### src/hdl/bdc_reg_map.vh
`ifndef BDC_REG_MAP_VH
`define BDC_REG_MAP_VH
// register offsets (byte addresses on the plain register port)
`define BDC_ADDR_W 8
`define BDC_OFF_DEVCTL 8'h92
`define BDC_OFF_DIAG 8'h93
`define BDC_OFF_STAT 8'h94
`define BDC_OFF_IRQFLAG 8'h95
`define BDC_OFF_IDENT 8'h00
// reset values
`define BDC_DEVCTL_RST 8'h66
`define BDC_DIAG_RST 8'h60
`define BDC_ZERO8 8'h00
`define BDC_ONES32 32'hFFFFFFFF
`define BDC_ZERO32 32'h00000000
`define BDC_ZERO2 2'h0
`define BDC_OFF 1'b0
`define BDC_ON 1'b1
// number of card sockets
`define BDC_SOCKETS 2
// device control fields
`define BDC_DC_LOCK 7
`define BDC_DC_LVCAP 6
`define BDC_DC_LEGIO 5
`define BDC_DC_RSVD 4
`define BDC_DC_TEST 3
`define BDC_DC_MODE_HI 2
`define BDC_DC_MODE_LO 1
`define BDC_DC_TEST0 0
// writable mask of device control (bit 4 held zero)
`define BDC_DC_WMASK 8'hEF
// diagnostic fields
`define BDC_DG_IDMASK 7
`define BDC_DG_RO1 6
`define BDC_DG_CSC 5
`define BDC_DG_DTDIS 4
`define BDC_DG_RETX 3
`define BDC_DG_CDIS 2
`define BDC_DG_HDIS 1
`define BDC_DG_ZV 0
`define BDC_DG_RO1_MASK 8'h40
// interrupt modes
`define BDC_MODE_PAR 2'h0
`define BDC_MODE_RSVD 2'h1
`define BDC_MODE_SER_PAR 2'h2
`define BDC_MODE_SER 2'h3
// legacy register fields
`define BDC_L803_BIT 4
`define BDC_L805_NIB 4'h0
// retry latency and discard exponents
`define BDC_RETRY_SHORT 7'h10
`define BDC_RETRY_LONG 7'h40
`define BDC_DISC_SHORT 4'hA
`define BDC_DISC_LONG 4'hF
`endif

### src/hdl/bdc_regs.v
// Operation
// - lock bit set: socket power-down requests refused while in D3.
// - force bit reports socket 3-V capable when 1, not when 0; resets 1.
// - device control bit 5 is read/write diagnostic, resets to 1.
// - device control bit 4 reads 0, writes ignored.
// - mode 00 parallel, 01 reserved, 10 serial plus INTA/INTB, 11 serial.
// - one device control store shared by both socket functions.
// - identity mask 1 makes vendor/device identity reads return all ones.
// - diagnostic bit 6 read-only, always 1.
// - status change routing picks legacy 803 bit 4 or 805 nibble test.
// - diagnostic bit 4 disables delayed transactions.
// - diagnostic bit 3 extends retry latency limit from 16 to 64.
// - diagnostic bit 2 selects card-side discard timer 2^10 or 2^15.
// - diagnostic bit 1 selects host-side discard timer 2^10 or 2^15.
// - diagnostic bit 0: 0 enables new video register model, 1 disables.
// - per-socket function irq flag set by card, cleared by writing 1.
//
// Chosen here: the address-and-strobe port.
`timescale 1ns/1ps
`include "bdc_reg_map.vh"
module bdc_regs (
   input wire ref_clk_i,
   input wire sys_rst_i,
   input wire [7:0] reg_addr_i,
   input wire [7:0] reg_wdata_i,
   input wire reg_wr_i,
   input wire reg_rd_i,
   input wire reg_func_i,
   output reg [7:0] reg_rdata_o,
   output reg [31:0] ident_rdata_o,
   input wire [31:0] ident_true_i,
   input wire ident_rd_i,
   input wire in_d3_i,
   input wire pwr_down_req_i,
   output reg pwr_down_ok_o,
   output reg socket_power_lock_o,
   output reg low_volt_capable_o,
   output reg diag_legacy_io_option_o,
   output reg [1:0] irq_mode_o,
   output reg test_bits_o,
   input wire legacy_803_bit_i,
   input wire [3:0] legacy_805_nib_i,
   output reg csc_to_host_o,
   output reg retry_disable_o,
   output reg [6:0] retry_limit_o,
   output reg [3:0] card_discard_exp_o,
   output reg [3:0] host_discard_exp_o,
   output reg video_new_model_o,
   input wire [1:0] card_irq_i,
   output reg [1:0] card_function_irq_flag_o
);
   // device control and diagnostic stores, single copy for both functions
   reg [7:0] devctl_r;
   reg [7:0] diag_r;
   // bus timing: a strobe is taken at the rising edge it stands on;
   // read data appear one cycle later and stand for that cycle only;
   // a write is visible to a read that follows it with no gap;
   // derived outputs follow a register change one cycle later;
   // the function select is ignored, since every bit lives in one store
   wire [1:0] irq_flag_r;
   reg [7:0] rdata_nxt;
   reg [1:0] mode_nxt;
   reg pwr_nxt;
   reg csc_nxt;
   wire wr_dc;
   wire wr_dg;
   wire wr_flag;
   wire dc_lock;
   wire dg_csc;
   wire dg_retx;
   wire dg_cdis;
   wire dg_hdis;

   // decode of a write to one register
   function hit;
      input [7:0] addr;
      input [7:0] off;
      input stb;
      begin
         hit = stb && (addr == off);
      end
   endfunction

   // discard timer exponent for one side: short when the select is set
   function [3:0] disc_exp;
      input sel;
      begin
         if (sel)
            disc_exp = `BDC_DISC_SHORT;
         else
            disc_exp = `BDC_DISC_LONG;
      end
   endfunction

   // function select does not matter: both functions reach the same store
   assign wr_dc = hit(reg_addr_i, `BDC_OFF_DEVCTL, reg_wr_i);
   assign wr_dg = hit(reg_addr_i, `BDC_OFF_DIAG, reg_wr_i);
   assign wr_flag = hit(reg_addr_i, `BDC_OFF_IRQFLAG, reg_wr_i);
   assign dc_lock = devctl_r[`BDC_DC_LOCK];
   assign dg_csc = diag_r[`BDC_DG_CSC];
   assign dg_retx = diag_r[`BDC_DG_RETX];
   assign dg_cdis = diag_r[`BDC_DG_CDIS];
   assign dg_hdis = diag_r[`BDC_DG_HDIS];

   // register writes; bit 4 masked to zero, diag bit 6 forced one
   always @(posedge ref_clk_i)
   begin
      if (sys_rst_i)
      begin
         devctl_r <= `BDC_DEVCTL_RST;
         diag_r <= `BDC_DIAG_RST;
      end
      else
      begin
         if (wr_dc)
            devctl_r <= reg_wdata_i & `BDC_DC_WMASK;
         if (wr_dg)
            diag_r <= reg_wdata_i | `BDC_DG_RO1_MASK;
      end
   end

   // per socket: two-stage sync of the card interrupt, then a sticky flag;
   // set wins over a write-one clear in the same cycle
   genvar s;
   generate
      for (s = 0; s < `BDC_SOCKETS; s = s + 1)
      begin : g_sock
         reg irq_s1_r;
         reg irq_s2_r;
         reg flag_r;
         reg flag_nxt;

         // only the second stage is read by logic
         always @(posedge ref_clk_i)
         begin
            if (sys_rst_i)
            begin
               irq_s1_r <= `BDC_OFF;
               irq_s2_r <= `BDC_OFF;
               flag_r <= `BDC_OFF;
            end
            else
            begin
               irq_s1_r <= card_irq_i[s];
               irq_s2_r <= irq_s1_r;
               flag_r <= flag_nxt;
            end
         end

         // clear by writing one, then let a pending set override it
         always @*
         begin
            flag_nxt = flag_r;
            if (wr_flag && reg_wdata_i[s])
               flag_nxt = `BDC_OFF;
            if (irq_s2_r)
               flag_nxt = `BDC_ON;
         end

         assign irq_flag_r[s] = flag_r;
      end
   endgenerate

   // interrupt mode decode, reserved code behaves as parallel only
   always @*
   begin
      case (devctl_r[`BDC_DC_MODE_HI:`BDC_DC_MODE_LO])
         `BDC_MODE_PAR: mode_nxt = `BDC_MODE_PAR;
         `BDC_MODE_RSVD: mode_nxt = `BDC_MODE_PAR;
         `BDC_MODE_SER_PAR: mode_nxt = `BDC_MODE_SER_PAR;
         `BDC_MODE_SER: mode_nxt = `BDC_MODE_SER;
         default: mode_nxt = `BDC_MODE_PAR;
      endcase
   end

   // power-down permission and status change routing
   always @*
   begin
      pwr_nxt = pwr_down_req_i && !(dc_lock && in_d3_i);
      if (dg_csc)
         csc_nxt = (legacy_805_nib_i == `BDC_L805_NIB);
      else
         csc_nxt = legacy_803_bit_i;
   end

   // read mux; unmapped offsets read zero
   always @*
   begin
      case (reg_addr_i)
         `BDC_OFF_DEVCTL: rdata_nxt = devctl_r & `BDC_DC_WMASK;
         `BDC_OFF_DIAG: rdata_nxt = diag_r | `BDC_DG_RO1_MASK;
         `BDC_OFF_IRQFLAG: rdata_nxt = {6'h00, irq_flag_r};
         default: rdata_nxt = `BDC_ZERO8;
      endcase
   end

   // read data stand for the one cycle after the strobe, zero otherwise
   always @(posedge ref_clk_i)
   begin
      if (sys_rst_i)
         reg_rdata_o <= `BDC_ZERO8;
      else if (reg_rd_i)
         reg_rdata_o <= rdata_nxt;
      else
         reg_rdata_o <= `BDC_ZERO8;
   end

   // identity capture, masked to all ones when the mask bit is set
   always @(posedge ref_clk_i)
   begin
      if (sys_rst_i)
         ident_rdata_o <= `BDC_ZERO32;
      else if (ident_rd_i)
         ident_rdata_o <= diag_r[`BDC_DG_IDMASK] ? `BDC_ONES32 : ident_true_i;
      else
         ident_rdata_o <= ident_rdata_o;
   end

   // power-down permission
   always @(posedge ref_clk_i)
   begin
      if (sys_rst_i)
         pwr_down_ok_o <= `BDC_OFF;
      else
         pwr_down_ok_o <= pwr_nxt;
   end

   // socket power lock state
   always @(posedge ref_clk_i)
   begin
      if (sys_rst_i)
         socket_power_lock_o <= `BDC_OFF;
      else
         socket_power_lock_o <= dc_lock;
   end

   // forced 3-V capability report
   always @(posedge ref_clk_i)
   begin
      if (sys_rst_i)
         low_volt_capable_o <= `BDC_ON;
      else
         low_volt_capable_o <= devctl_r[`BDC_DC_LVCAP];
   end

   // legacy io diagnostic option
   always @(posedge ref_clk_i)
   begin
      if (sys_rst_i)
         diag_legacy_io_option_o <= `BDC_ON;
      else
         diag_legacy_io_option_o <= devctl_r[`BDC_DC_LEGIO];
   end

   // interrupt signalling mode
   always @(posedge ref_clk_i)
   begin
      if (sys_rst_i)
         irq_mode_o <= `BDC_MODE_SER;
      else
         irq_mode_o <= mode_nxt;
   end

   // test bits, either one set
   always @(posedge ref_clk_i)
   begin
      if (sys_rst_i)
         test_bits_o <= `BDC_OFF;
      else
         test_bits_o <= devctl_r[`BDC_DC_TEST] | devctl_r[`BDC_DC_TEST0];
   end

   // status change routing to the host
   always @(posedge ref_clk_i)
   begin
      if (sys_rst_i)
         csc_to_host_o <= `BDC_OFF;
      else
         csc_to_host_o <= csc_nxt;
   end

   // delayed transaction disable
   always @(posedge ref_clk_i)
   begin
      if (sys_rst_i)
         retry_disable_o <= `BDC_OFF;
      else
         retry_disable_o <= diag_r[`BDC_DG_DTDIS];
   end

   // retry latency limit
   always @(posedge ref_clk_i)
   begin
      if (sys_rst_i)
         retry_limit_o <= `BDC_RETRY_SHORT;
      else
         retry_limit_o <= dg_retx ? `BDC_RETRY_LONG : `BDC_RETRY_SHORT;
   end

   // card-side discard timer exponent
   always @(posedge ref_clk_i)
   begin
      if (sys_rst_i)
         card_discard_exp_o <= `BDC_DISC_LONG;
      else
         card_discard_exp_o <= disc_exp(dg_cdis);
   end

   // host-side discard timer exponent
   always @(posedge ref_clk_i)
   begin
      if (sys_rst_i)
         host_discard_exp_o <= `BDC_DISC_LONG;
      else
         host_discard_exp_o <= disc_exp(dg_hdis);
   end

   // zoomed-video register model, new model while the bit is clear
   always @(posedge ref_clk_i)
   begin
      if (sys_rst_i)
         video_new_model_o <= `BDC_ON;
      else
         video_new_model_o <= !diag_r[`BDC_DG_ZV];
   end

   // copy of the per-socket interrupt flags
   always @(posedge ref_clk_i)
   begin
      if (sys_rst_i)
         card_function_irq_flag_o <= `BDC_ZERO2;
      else
         card_function_irq_flag_o <= irq_flag_r;
   end
endmodule // bdc_regs

### config.mk
export PLATFORM = sky130hd
export DESIGN_NAME = bdc_regs
export DESIGN_NICKNAME = d
export VERILOG_FILES = /design/src/hdl/bdc_regs.v
export VERILOG_INCLUDE_DIRS = /design/src /design/src/hdl
export SDC_FILE = /design/constraint.sdc
export NUM_CORES = 1
export LEC_CHECK = 0
export BUFFER_PORTS_ARGS = -buffer_cell sky130_fd_sc_hd__buf_4
export CELL_PAD_IN_SITES_DETAIL_PLACEMENT = 0
export CELL_PAD_IN_SITES_GLOBAL_PLACEMENT = 1
export CORE_MARGIN = 2
export CORE_UTILIZATION = 34
export CTS_BUF_LIST = sky130_fd_sc_hd__clkbuf_8
export DETAILED_ROUTE_END_ITERATION = 7
export MAX_ROUTING_LAYER = met4
export PLACE_DENSITY_LB_ADDON = 0.1
export SLEW_MARGIN = 20
export SYNTH_ARGS = -nofsm -noshare
export SYNTH_HDL_FRONTEND = slang
export SYNTH_SLANG_ARGS = --single-unit
### constraint.sdc
create_clock -name ref_clk_i -period 1.5 [get_ports ref_clk_i]
set_clock_uncertainty 0.15 [all_clocks]
set_input_delay 0 -clock ref_clk_i [delete_from_list [all_inputs] [get_ports ref_clk_i]]
set_output_delay 0 -clock ref_clk_i [all_outputs]
set_load 0.05 [all_outputs]
# Word-level counts from Yosys, hierarchy flattened
# Cells that the tools add are included.
[op_classes] mux=11 n_eq_ne=6 n_reduce_logical=15 bitwise=2
[op_table] operator="32-bit 2-to-1 mux" count=1
[op_table] operator="8-bit == test, second input constant" count=3
[op_table] operator="8-bit case mux with 3 select lines" count=1
[op_table] operator="1-bit logical AND" count=7
[op_table] operator="7-bit 2-to-1 mux" count=1
[op_table] operator="3-bit 2-to-1 mux" count=2
[op_table] operator="2-bit case mux with 3 select lines" count=1
[op_table] operator="1-bit 2-to-1 mux" count=5
[op_table] operator="2-bit == test, second input constant" count=2
[op_table] operator="4-bit zero test" count=1
[op_table] operator="2-bit nonzero test" count=2
[op_table] operator="2-bit OR reduction" count=2
[op_table] operator="2-bit by 1-bit == test with 1-bit output, second input constant" count=1
[op_table] operator="1-bit zero test" count=2
[op_table] operator="2-bit zero test" count=1
[op_table] operator="1-bit inverter" count=1
[op_table] operator="1-bit bitwise OR" count=1
[word_totals] register_bits=87 elab_cells=57 output_inout_bits=67

# Logic depth before layout (Yosys ltp)
[depth] ltp_word=5 ltp_mapped=5 mapped_depth_nobuf=3

# Least setup slack after synthesis
# OpenSTA, ideal clock, no wires.
[synth_timing] kind="input to register" from="in reg_addr_i[3]" to="reg diag_r[4]" t_arrival_ns=1.077 path_buffers=1 path_slack_ns=0.149 setup_ns=0.123 cell_stages=4 path_cell_list="nor4b_2 -> and4_1 -> buf_2 -> mux2_1"
[synth_between] elab_chain_cells=2
[synth_rtl] element="start: declaration" line="bdc_regs.v:24" rtl="input wire [7:0] reg_addr_i,"
[synth_rtl] element="8-bit == test" line="bdc_regs.v:80" rtl="hit = stb && (addr == off);"
[synth_rtl] element="1-bit logical AND" line="bdc_regs.v:80"
[synth_rtl] element="end signal: assignment" line="bdc_regs.v:111" rtl="diag_r <= `BDC_DIAG_RST;"
[synth_rtl] element="end signal: assignment" line="bdc_regs.v:118" rtl="diag_r <= reg_wdata_i | `BDC_DG_RO1_MASK;"
[synth_rtl] element="end: declaration" line="bdc_regs.v:54" rtl="reg [7:0] diag_r;"
# No other way between the ends.
# A chain may end at the register's enable or synchronous reset.

# Worst setup path after layout
[layout_timing] from="reg diag_r[5]" to="reg csc_to_host_o"
[layout_between] elab_chain_cells=1
[layout_rtl] element="1-bit 2-to-1 mux" line="bdc_regs.v:180" rtl="if (dg_csc)"
[layout_rtl] element="end signal: assignment" line="bdc_regs.v:277" rtl="csc_to_host_o <= `BDC_OFF;"
[layout_rtl] element="end signal: assignment" line="bdc_regs.v:279" rtl="csc_to_host_o <= csc_nxt;"
[layout_rtl] element="end: declaration" line="bdc_regs.v:43" rtl="output reg csc_to_host_o,"
# No other way between the ends.

==> results.cfg <==
[global_routing]
grt_antenna_before_repair = 0
gr-usage-met1 = 0.213
grt_pass1_wl_mm = 11.8
use_met2 = 0.294
grtUsageMet3 = 0.0366
overflow = 0
grt_pass1_vias = 2547
grt_util_all_layers = 0.177
grt_max_degree = 34
top_usage_layer = met2

[synthesis]
synth_area_um2 = 2660
postSynthCellCount = 267
ys_ff_latch = 76
ys_types = 32
syn_area_per_cell_um2 = 9.95
ys_seq_area_frac = 0.573
yosys_warnings = 0

[die]
core-area_um2 = 7650
fp.dieW_um = 92.4
rows = 32
io_pins = 130
dieArea_um2 = 8540
start_util = 0.347
die_h_um = 92.4

[drt]
drc = 0
num_vias = 2480
wl_per_cell_um = 12.8
ant_nets = 0
routed_wl_mm = 7.13
drt_iter0_markers = 84
routed_via_density = 4.46
firstDrtPassIters = 4

[timing]
rsz0062_at_grt = false
hold_ws_ps = -27.4
worst_slack_ps = 123
fin_crit_sh = 0.918
min_period_ps = 1380
finalMaxSlewViolations = 0
finalSetupTns_ps = 0
hold_violations = 2
worst_pin_slew_ps = 505
slew_headroom = 0.663
max_freq_mhz = 726
final-setup-viol-count = 0

[cells_and_area]
fin_area_um2 = 4480
layout-drive-gt1-share = 0.324
antenna_cells = 0
nFillCells = 679
final_nets = 512
syn2layout_area_growth_pct = 68.5

[clocking]
cts_buffers = 9
clk_pin_slew_worst_paths_ps = 80
hold_buffers = 66
cts_htree_levels = 3
clockRootBuffer = clkbuf_8
clock_latency_ps = 330
cts_num_sinks = 76
clock_path_buffers = 2
post_cts_buffers = 0
tritoncts = built

[hold_path]
holdCritPathClass = input port to flop

[pwr]
vdd_drop_max_v = 0.000635
power_leakage_nw = 2.02
power_density_nw_per_um2 = 1010

[worst_setup_path]
required_ps = 1570
critPathMaxFanout = 3
cp-start-kind = flop
critical_path_class = flop to flop
crit_path_end_kind = flop
arrival_ps = 1450

[placed_design]
dp.final_hpwl_mm = 4.37
place_area_um2 = 3610
io_buffers = 119
post-place-ws_ps = 9.31
gp_congestion = 0.786

[run_status]
status = finished with violations
failed_checks = negative hold slack

[run]
cap_viol_max_count = 0
[critical path, stage by stage (launching register included)]
cell and delay [ps]:
dfxtp_2 350, mux2i_1 170, dlygate4sd3_1 560, nor2_1 40
[placed cells by master, fill, tap and decap left out, types with 2 or more instances in the layout]
master | Yosys | layout
a21oi_1 | 2 | 2
a22oi_1 | 2 | 2
buf_4 | 11 | 126
clkbuf_8 | 0 | 10
clkinv_2 | 0 | 2
clkinvlp_4 | 0 | 2
conb_1 | 2 | 9
dfxtp_1 | 76 | 75
dlygate4sd3_1 | 0 | 64
dlymetal6s4s_1 | 0 | 2
inv_1 | 10 | 10
mux2_1 | 2 | 2
mux2i_1 | 18 | 18
nand2b_1 | 13 | 13
nand3_1 | 2 | 2
nor2_1 | 52 | 52
nor2b_1 | 11 | 11
o22ai_1 | 32 | 32
o41ai_1 | 2 | 2
[synthesized netlist by cell type]
cell type   n  share of area
dfxtp_1    76           0.57
nor2_1     52          0.073
o22ai_1    32          0.075
mux2i_1    18          0.068
nand2b_1   13          0.031
clkbuf_1   12          0.017
buf_4      11          0.031
nor2b_1    11          0.026
inv_1      10          0.014
buf_1       3         0.0042
a21oi_1     2         0.0038
a22oi_1     2         0.0057
buf_2       2         0.0038
conb_1      2         0.0028
mux2_1      2         0.0085
nand3_1     2         0.0038
o41ai_1     2         0.0066
a211oi_1    1         0.0028
a21o_1      1         0.0028
and2_1      1         0.0024
and3b_1     1         0.0033
and4_1      1         0.0033
mux2_2      1         0.0042
nand2_1     1         0.0014
nand3b_1    1         0.0028
nand4_1     1         0.0024
nand4b_1    1         0.0033
nor4_1      1         0.0024
nor4b_2     1         0.0057
nor4b_4     1         0.0089
o21ai_0     1         0.0019
or4b_4      1         0.0052
[cells by family (layout without fill, tap and decap cells)]
family	after synthesis	count (layout)	share of synthesized area
and+or+nand+nor	89	89	0.175
muxes	21	21	0.0805
DFF	76	76	0.573
buffers and inverters	38	218	0.0702
AOI/OAI and AO/OA	41	41	0.0989
other	2	9	0.00283
[power breakdown]
group	switching [W]	internal, W	total [W]	leakage (nW)
Combinational	0.000466	0.000366	0.000832	1.30
Clock	0.000749	0.000811	0.00156	0.0983
Sequential	0.0000368	0.00209	0.00212	0.622
[sequential cells by signal (all words and copies together), names as in the netlist]
name / cells
g_sock.flag_r: 2
g_sock.irq_s1_r: 2
card_function_irq_flag_o: 2
reg_rdata_o: 8
devctl_r: 7
retry_disable_o: 1
diag_r: 7
low_volt_capable_o: 1
diag_legacy_io_option_o: 1
host_discard_exp_o: 1
socket_power_lock_o: 1
irq_mode_o: 2
test_bits_o: 1
g_sock.irq_s2_r: 2
pwr_down_ok_o: 1
ident_rdata_o: 32
card_discard_exp_o: 1
retry_limit_o: 2
video_new_model_o: 1
csc_to_host_o: 1
[final cells by class]
| cell class | instances | area (um2) | area share |
|---|---|---|---|
| inverters | 10 | 37.5 | 0.00839 |
| well taps | 102 | 128 | 0.0285 |
| clock inverters | 6 | 63.8 | 0.0143 |
| repair buffers | 192 | 1610 | 0.360 |
| flip-flops and latches | 76 | 1520 | 0.340 |
| multi-input cells | 160 | 975 | 0.218 |
| clock buffers | 10 | 138 | 0.0308 |
[metrics by stage]
stage	utilization	total power, W	instances
2_1_floorplan	-	0.00262	274
3_3_place_gp	0.472	0.00287	474
3_5_place_dp	0.472	0.00287	474
4_1_cts	0.584	0.00456	556
5_1_grt	0.585	0.00472	556
6_report	0.585	0.00452	556
[final timing paths]
kind	cells past startpoint	slack, ps	startpoint	to
setup reg to reg	3	120	diag_r[5]	csc_to_host_o
hold / removal	4	-30	reg_addr_i[6]	g_sock[0].flag_r
setup / recovery	3	120	diag_r[5]	csc_to_host_o
hold reg to reg	1	300	diag_r[1]	host_discard_exp_o[0]
[routing by layer]
layer	up-vias	routed length [um]	share of wire
met1	1150	3160	0.44
met3	5	395	0.055
met4	0	65	0.0091
li1	1246	-	-
met2	79	3520	0.49
met5	-	0	0
[timing repair]
action                     4_1_cts  5_1_grt
hold endpoints to repair        71        2
setup endpoints to repair        0        6
gates resized for setup          0        3
Note: power is estimated with default switching activity, not from simulation.
